### src/hw/exec_params.svh
`ifndef EXEC_PARAMS_SVH
`define EXEC_PARAMS_SVH
// Data path widths
`define DATA_W      8
`define PROG_W      16
`define PROG_ADDR_W 13
`define DMEM_ADDR_W 8
// Final program page: upper address bits all ones
`define LAST_PAGE_HI 5'h1F
// Reset values
`define ACC_RST  8'h00
`define TABLE_HIGH_LATCH_RST 8'h00
`endif

### src/hw/exec_pkg.sv
package exec_pkg;
    // Operation select decoded by the core front end
    typedef enum logic [3:0] {
        OP_NOP          = 4'h0,
        OP_SWAP_ACC     = 4'h1,
        OP_SKIP_ZERO    = 4'h2,
        OP_COPY_SKIP    = 4'h3,
        OP_BIT_SKIP     = 4'h4,
        OP_TABLE_PAGED  = 4'h5,
        OP_TABLE_FINAL  = 4'h6,
        OP_XOR_ACC      = 4'h7,
        OP_XOR_MEM      = 4'h8,
        OP_XOR_IMM      = 4'h9
    } op_type;
    // Execute sequencer states
    typedef enum logic [1:0] {
        ST_RUN   = 2'b00,
        ST_DUMMY = 2'b01,
        ST_TABLE = 2'b10
    } state_type;
endpackage : exec_pkg

### src/hw/skip_table_xor_exec.sv
// Function
// - Swap nibbles of byte into accumulator
// - Skip next instruction when byte is zero
// - Conditional skips take two instruction cycles
// - Copy byte to accumulator, skip if zero
// - Skip when selected bit reads zero
// - Paged table read via high and low pointers
// - Final page table read via low pointer
// - XOR into accumulator, update zero flag
// - XOR into memory, update zero flag
// - XOR immediate into accumulator, zero flag
`include "exec_params.svh"
module skip_table_xor_exec (
    // Clock and reset
    input  wire logic                        clk,
    input  wire logic                        rstn,
    // Decoded instruction from fetch stage
    input  wire logic                        instr_valid,
    input  wire exec_pkg::op_type            instr_op,
    input  wire logic [2:0]                  instr_bit,
    input  wire logic [`DATA_W-1:0]          instr_imm,
    input  wire logic [`DMEM_ADDR_W-1:0]     instr_addr,
    input  wire logic                        has_high_ptr,
    // Data memory read data for instr_addr
    input  wire logic [`DATA_W-1:0]          mem_rdata,
    // Table pointers from the core
    input  wire logic [`DATA_W-1:0]          table_pointer_low,
    input  wire logic [`DATA_W-1:0]          table_pointer_high,
    // Program memory read port
    output logic                             prog_req,
    output logic [`PROG_ADDR_W-1:0]          prog_addr,
    input  wire logic [`PROG_W-1:0]          prog_rdata,
    // Data memory write port
    output logic                             mem_we,
    output logic [`DMEM_ADDR_W-1:0]          mem_waddr,
    output logic [`DATA_W-1:0]               mem_wdata,
    // Pipeline control
    output logic                             instr_ready,
    output logic                             pc_advance,
    // Architectural state
    output logic [`DATA_W-1:0]               accumulator,
    output logic [`DATA_W-1:0]               table_high_latch,
    output logic                             zero_flag
);

    // Sequencer state
    exec_pkg::state_type            state_r,   state_nxt;
    // Accumulator and flag
    logic [`DATA_W-1:0]             acc_r,     acc_nxt;
    logic                           z_r,       z_nxt;
    // Table-high latch
    logic [`DATA_W-1:0]             table_high_latch_r,    table_high_latch_nxt;
    // Pending skip: next fetched instruction is dropped
    logic                           skip_r,    skip_nxt;
    // Memory write outputs
    logic                           we_r,      we_nxt;
    logic [`DMEM_ADDR_W-1:0]        waddr_r,   waddr_nxt;
    logic [`DATA_W-1:0]             wdata_r,   wdata_nxt;
    // Program read outputs
    logic                           preq_r,    preq_nxt;
    logic [`PROG_ADDR_W-1:0]        paddr_r,   paddr_nxt;
    // Destination for table low byte
    logic [`DMEM_ADDR_W-1:0]        tdst_r,    tdst_nxt;
    // Wait flag: program memory answers one cycle after the request
    logic                           twait_r,   twait_nxt;
    // Pulses of pipeline progress
    logic                           adv_r,     adv_nxt;
    // Shared XOR result
    logic [`DATA_W-1:0]             xor_mem;
    logic [`DATA_W-1:0]             xor_imm;

    assign xor_mem = acc_r ^ mem_rdata;
    assign xor_imm = acc_r ^ instr_imm;

    // Execute sequencer: next-state and data path
    always_comb begin
        state_nxt = state_r;
        acc_nxt   = acc_r;
        z_nxt     = z_r;
        table_high_latch_nxt  = table_high_latch_r;
        skip_nxt  = skip_r;
        we_nxt    = 1'b0;
        waddr_nxt = waddr_r;
        wdata_nxt = wdata_r;
        preq_nxt  = 1'b0;
        paddr_nxt = paddr_r;
        tdst_nxt  = tdst_r;
        twait_nxt = twait_r;
        adv_nxt   = 1'b0;
        case (state_r)
            exec_pkg::ST_RUN: begin
                if (instr_valid && skip_r) begin
                    // Skipped instruction: PC moves on, nothing written
                    skip_nxt  = 1'b0;
                    adv_nxt   = 1'b1;
                    state_nxt = exec_pkg::ST_DUMMY;
                end else if (instr_valid) begin
                    adv_nxt = 1'b1;
                    case (instr_op)
                        exec_pkg::OP_SWAP_ACC: begin
                            acc_nxt = {mem_rdata[3:0], mem_rdata[7:4]};
                        end
                        exec_pkg::OP_SKIP_ZERO: begin
                            skip_nxt = (mem_rdata == 8'h00);
                        end
                        exec_pkg::OP_COPY_SKIP: begin
                            acc_nxt  = mem_rdata;
                            skip_nxt = (mem_rdata == 8'h00);
                        end
                        exec_pkg::OP_BIT_SKIP: begin
                            skip_nxt = ~mem_rdata[instr_bit];
                        end
                        exec_pkg::OP_TABLE_PAGED: begin
                            // High pointer supplies upper bits when present
                            preq_nxt  = 1'b1;
                            paddr_nxt = has_high_ptr ?
                                {table_pointer_high[4:0], table_pointer_low} :
                                {5'h00, table_pointer_low};
                            tdst_nxt  = instr_addr;
                            // Spend one cycle waiting for the word
                            twait_nxt = 1'b1;
                            adv_nxt   = 1'b0;
                            state_nxt = exec_pkg::ST_TABLE;
                        end
                        exec_pkg::OP_TABLE_FINAL: begin
                            preq_nxt  = 1'b1;
                            paddr_nxt = {`LAST_PAGE_HI, table_pointer_low};
                            tdst_nxt  = instr_addr;
                            // Spend one cycle waiting for the word
                            twait_nxt = 1'b1;
                            adv_nxt   = 1'b0;
                            state_nxt = exec_pkg::ST_TABLE;
                        end
                        exec_pkg::OP_XOR_ACC: begin
                            acc_nxt = xor_mem;
                            z_nxt   = (xor_mem == 8'h00);
                        end
                        exec_pkg::OP_XOR_MEM: begin
                            we_nxt    = 1'b1;
                            waddr_nxt = instr_addr;
                            wdata_nxt = xor_mem;
                            z_nxt     = (xor_mem == 8'h00);
                        end
                        exec_pkg::OP_XOR_IMM: begin
                            acc_nxt = xor_imm;
                            z_nxt   = (xor_imm == 8'h00);
                        end
                        default: begin
                            // Other opcodes belong to other units
                        end
                    endcase
                end
            end
            exec_pkg::ST_DUMMY: begin
                // Dummy cycle completes the two-cycle skip
                // Fetch stage holds the next instruction meanwhile
                state_nxt = exec_pkg::ST_RUN;
            end
            exec_pkg::ST_TABLE: begin
                if (twait_r) begin
                    // Request cycle: the word is not back yet
                    twait_nxt = 1'b0;
                end else begin
                    // Program word returns: low to memory, high to latch
                    we_nxt    = 1'b1;
                    waddr_nxt = tdst_r;
                    wdata_nxt = prog_rdata[7:0];
                    table_high_latch_nxt  = prog_rdata[15:8];
                    adv_nxt   = 1'b1;
                    state_nxt = exec_pkg::ST_RUN;
                end
            end
            default: begin
                state_nxt = exec_pkg::ST_RUN;
            end
        endcase
    end

    // Register all state
    always_ff @(posedge clk) begin
        if (!rstn) begin
            state_r <= exec_pkg::ST_RUN;
            acc_r   <= `ACC_RST;
            z_r     <= 1'b0;
            table_high_latch_r  <= `TABLE_HIGH_LATCH_RST;
            skip_r  <= 1'b0;
            we_r    <= 1'b0;
            waddr_r <= 8'h00;
            wdata_r <= 8'h00;
            preq_r  <= 1'b0;
            paddr_r <= 13'h0000;
            tdst_r  <= 8'h00;
            twait_r <= 1'b0;
            adv_r   <= 1'b0;
        end else begin
            state_r <= state_nxt;
            acc_r   <= acc_nxt;
            z_r     <= z_nxt;
            table_high_latch_r  <= table_high_latch_nxt;
            skip_r  <= skip_nxt;
            we_r    <= we_nxt;
            waddr_r <= waddr_nxt;
            wdata_r <= wdata_nxt;
            preq_r  <= preq_nxt;
            paddr_r <= paddr_nxt;
            tdst_r  <= tdst_nxt;
            twait_r <= twait_nxt;
            adv_r   <= adv_nxt;
        end
    end

    // Instructions accepted only in the run state
    assign instr_ready      = (state_r == exec_pkg::ST_RUN);
    // Everything below leaves straight from a register
    assign pc_advance       = adv_r;
    assign prog_req         = preq_r;
    assign prog_addr        = paddr_r;
    assign mem_we           = we_r;
    assign mem_waddr        = waddr_r;
    assign mem_wdata        = wdata_r;
    assign accumulator      = acc_r;
    assign table_high_latch = table_high_latch_r;
    assign zero_flag        = z_r;

endmodule : skip_table_xor_exec

### config.mk
export PLATFORM = sky130hd
export DESIGN_NAME = skip_table_xor_exec
export DESIGN_NICKNAME = d
export VERILOG_FILES = /design/src/hw/exec_pkg.sv /design/src/hw/skip_table_xor_exec.sv
export VERILOG_INCLUDE_DIRS = /design/src /design/src/hw
export SDC_FILE = /design/constraint.sdc
export NUM_CORES = 1
export LEC_CHECK = 0
export BUFFER_PORTS_ARGS = -buffer_cell sky130_fd_sc_hd__buf_2
export CORE_ASPECT_RATIO = 2
export CORE_MARGIN = 1
export CORE_UTILIZATION = 49
export CTS_CLUSTER_SIZE = 14
export DETAILED_ROUTE_END_ITERATION = 12
export PLACE_DENSITY = 0.82
export SLEW_MARGIN = 20
export SYNTH_ARGS = -nofsm -noshare
export SYNTH_HDL_FRONTEND = slang
export SYNTH_SLANG_ARGS = --single-unit
### constraint.sdc
create_clock -name clk -period 1.9 [get_ports clk]
set_clock_uncertainty 0.15 [all_clocks]
set_input_delay 0.19 -clock clk [delete_from_list [all_inputs] [get_ports clk]]
set_output_delay 0.19 -clock clk [all_outputs]
set_load 0.005 [all_outputs]
==> summary.txt <==
MaxCap Viol Count: 0
Number of port buffers: 113
Layout fillers: 488
Post-synth cell types: 44
Clk sinks: 61
CTS Buf Count: 9
Area contributors post-synth: dfxtp_1 (39%), nand2_1 (9.8%), mux2i_1 (6.1%), a21boi_0 (5.7%), xor2_1 (4.7%)
Reg clk slew, reported paths: 0.05 ns
N_diodes: 0
Die height: 115.2 um
Syn nets: 421
Power per cell area: 738.8 nW/um2
Crit share post-route: 0.9062
Avg Inst Size Synth: 8.864 um2
Post-Synth Simple-Gate Area: 0.2129
Hold slack: 0.006095 ns
GRT Total Usage: 0.2855
CP bufs+invs: 1
Core area: 6106 um2
Final Hold Viols: 0
YS warnings: 0
FF/Latch Area: 1221 um2
Slew @ Worst Pin: 0.5930 ns
Post-Synth Adder-Cell Area: 0
Initial antenna violation count: 0
Via count: 3206
Vias per std cell: 5.452
First-pass GRT wire length: 14380 um
Max Freq: 580.8 MHz
Largest family of logic cells by synthesized area: simple AND/OR/NAND/NOR gates
Multiplexer share of the synthesized area: 0.09649
Post-synth ARST share: 0
Most frequent cells in the layout: buf_2 (113), nand2_1 (82), dfxtp_1 (61)
Nets: 571
Clock buffer depth: 2
Top delay family on crit path: multiplexers
WHS Path Cells: 3
Maximum fanout along the worst path: 6
Worst R2R Path Depth: 5
CTS tree: done
Syn Std Cell Area: 3138 um2
Setup violators final: 0
Slew headroom: 0.6020
IO Pins: 117
Antenna-violating nets left: 0
Clk_lat worst skew: 0.33 ns
Die span in x: 58.59 um
Yosys top cell by area: dfxtp_1
RSZ-0062 raised after global routing: false
CP Cell Sequence: nand2b_1 -> buf_4 -> mux2_2 -> mux2i_1 -> nor2b_1
CP Depth: 5
Final Slew Violations: 0
Slowest stage cell, crit path: dfxtp_1
CP endpoint kind: flop
Gr ovfl total: 0
Crit path DAT: 1.78 ns
Crit Path Class: flop to flop
Setup TNS Final: 0 ns
DIE AREA: 6747 um2
DRC: 0
FF+latch count, synth: 61
Area of the multi-input gates: 1730 um2
Top cell type's share of synthesized area: 0.3892
Worst vdd ir: 683.3 uV
CTS Root Cell: clkbuf_16
DRT Pass-1 Iters: 4
Fraction of layout cells with a size suffix above 1: 0.3036
Outcome: completed
Leakage: 0.002070 uW
Synthesis-to-layout area growth: 39.19%
Cells after Synth: 354
Synth Flop Type: dfxtp_1
Most common cell after layout, fill and taps aside: buf_2
Hold Crit Class: primary input to flop
# rows: 40
Sequential share of the synthesized area: 0.3892
Critical Path Source Type: flop
Largest net degree at the start of global routing: 35
HPWL Detailed: 6324 um
Starting Density: 0.5139
Synth Area in Compound Gates: 0.1946
DR WL/cell: 15.67 um
H-tree Lvls: 3
WP data required: 1.96 ns
1st-iter DRT viols: 186
Post-synth EDFFs: 0
Vias in the first global route: 3138
Final wirelength: 9216 um
Xor and xnor area share after synthesis: 0.04745
Final RePlAce weighted congestion: 0.9754
Fin crit period: 1.722 ns
CP peak stage delay: 0.45 ns
==> registers in the layout, indices dropped and copies added, names as in the netlist <==
register / cells
accumulator: 8
mem_wdata: 8
pc_advance: 1
twait_r: 1
table_high_latch: 8
skip_r: 1
prog_addr: 13
tdst_r: 8
prog_req: 1
mem_waddr: 8
zero_flag: 1
state_r: 2
mem_we: 1
==> synthesized netlist by cell type (all sizes together), types with 2 or more instances <==
| cell | number |
|---|---|
| a21boi | 24 |
| a21oi | 7 |
| a222oi | 8 |
| a31oi | 10 |
| and3 | 3 |
| and4b | 2 |
| buf | 14 |
| clkbuf | 10 |
| dfxtp | 61 |
| mux2 | 10 |
| mux2i | 19 |
| nand2 | 83 |
| nand2b | 2 |
| nand3 | 3 |
| nand3b | 9 |
| nor2 | 6 |
| nor2b | 10 |
| nor3b | 3 |
| nor4 | 5 |
| nor4b | 2 |
| o211a | 8 |
| o21ai | 24 |
| xor2 | 17 |
==> power breakdown <==
part | internal, uW | switching (uW) | total (uW) | leakage, uW
combinational | 257 | 243 | 500 | 0.00146
sequential | 1330 | 30.9 | 1360 | 0.000495
clock | 876 | 494 | 1370 | 0.000119
total | 2460 | 768 | 3230 | 0.00207
==> timing repair <==
item                      CTS  global route
buffers inserted            0             0
hold buffers               33             0
hold endpoints to repair   29             0
gates resized for setup     0             0
==> kinds of logic after synthesis <==
| group | after synthesis |
|---|---|
| mux | 29 |
| buf+inv | 26 |
| simple gates | 134 |
| compound gates | 87 |
| xor+xnor | 17 |
| flops | 61 |
==> worst min-delay path: stages <==
cell and delay (ns):
buf_2 0.13, nand2_1 0.06, a21oi_1 0.05
==> final cells by class <==
type / count / area share
sequential: 61 / 0.2796
inverter: 2 / 0.001719
tap: 84 / 0.02406
clock buffer: 11 / 0.05557
timing repair buffer: 163 / 0.2429
multi-input combinational: 267 / 0.3962
==> per-layer routing <==
layer | track usage | part of all wire | up-vias
met5 | 0 | 0 | -
met1 | 0.2737 | 0.36 | 1487
met4 | 0.2063 | 0.052 | 0
li1 | - | - | 1558
met3 | 0.06299 | 0.044 | 37
met2 | 0.5157 | 0.55 | 124
==> path summary, 6_finish.rpt <==
path | start | end | slack [ns]
setup / recovery | state_r[0]$_SDFFE_PN0P_ | mem_wdata[0]$_SDFFE_PN0P_ | 0.18
hold / removal | has_high_ptr | prog_addr[9]$_SDFFE_PN0P_ | 0.006
setup reg to reg | state_r[0]$_SDFFE_PN0P_ | mem_wdata[0]$_SDFFE_PN0P_ | 0.18
hold reg to reg | prog_addr[1]$_SDFFE_PN0P_ | prog_addr[1]$_SDFFE_PN0P_ | 0.31
==> through the flow <==
step                utilization  worst slack, ns  total power, uW  instance area, um2  instances
finish                   0.7154           0.1782             3227                4368        588
global route             0.7154          0.08176             3357                4368        588
CTS                      0.7154           0.1770             3252                4368        588
detailed placement       0.6215           0.2015             1819                3795        544
global placement         0.6215           0.2289             1806                3795        544
floorplan                     -           0.1870             1625                3138        354
No activity file was read; power rests on OpenSTA's default activity.
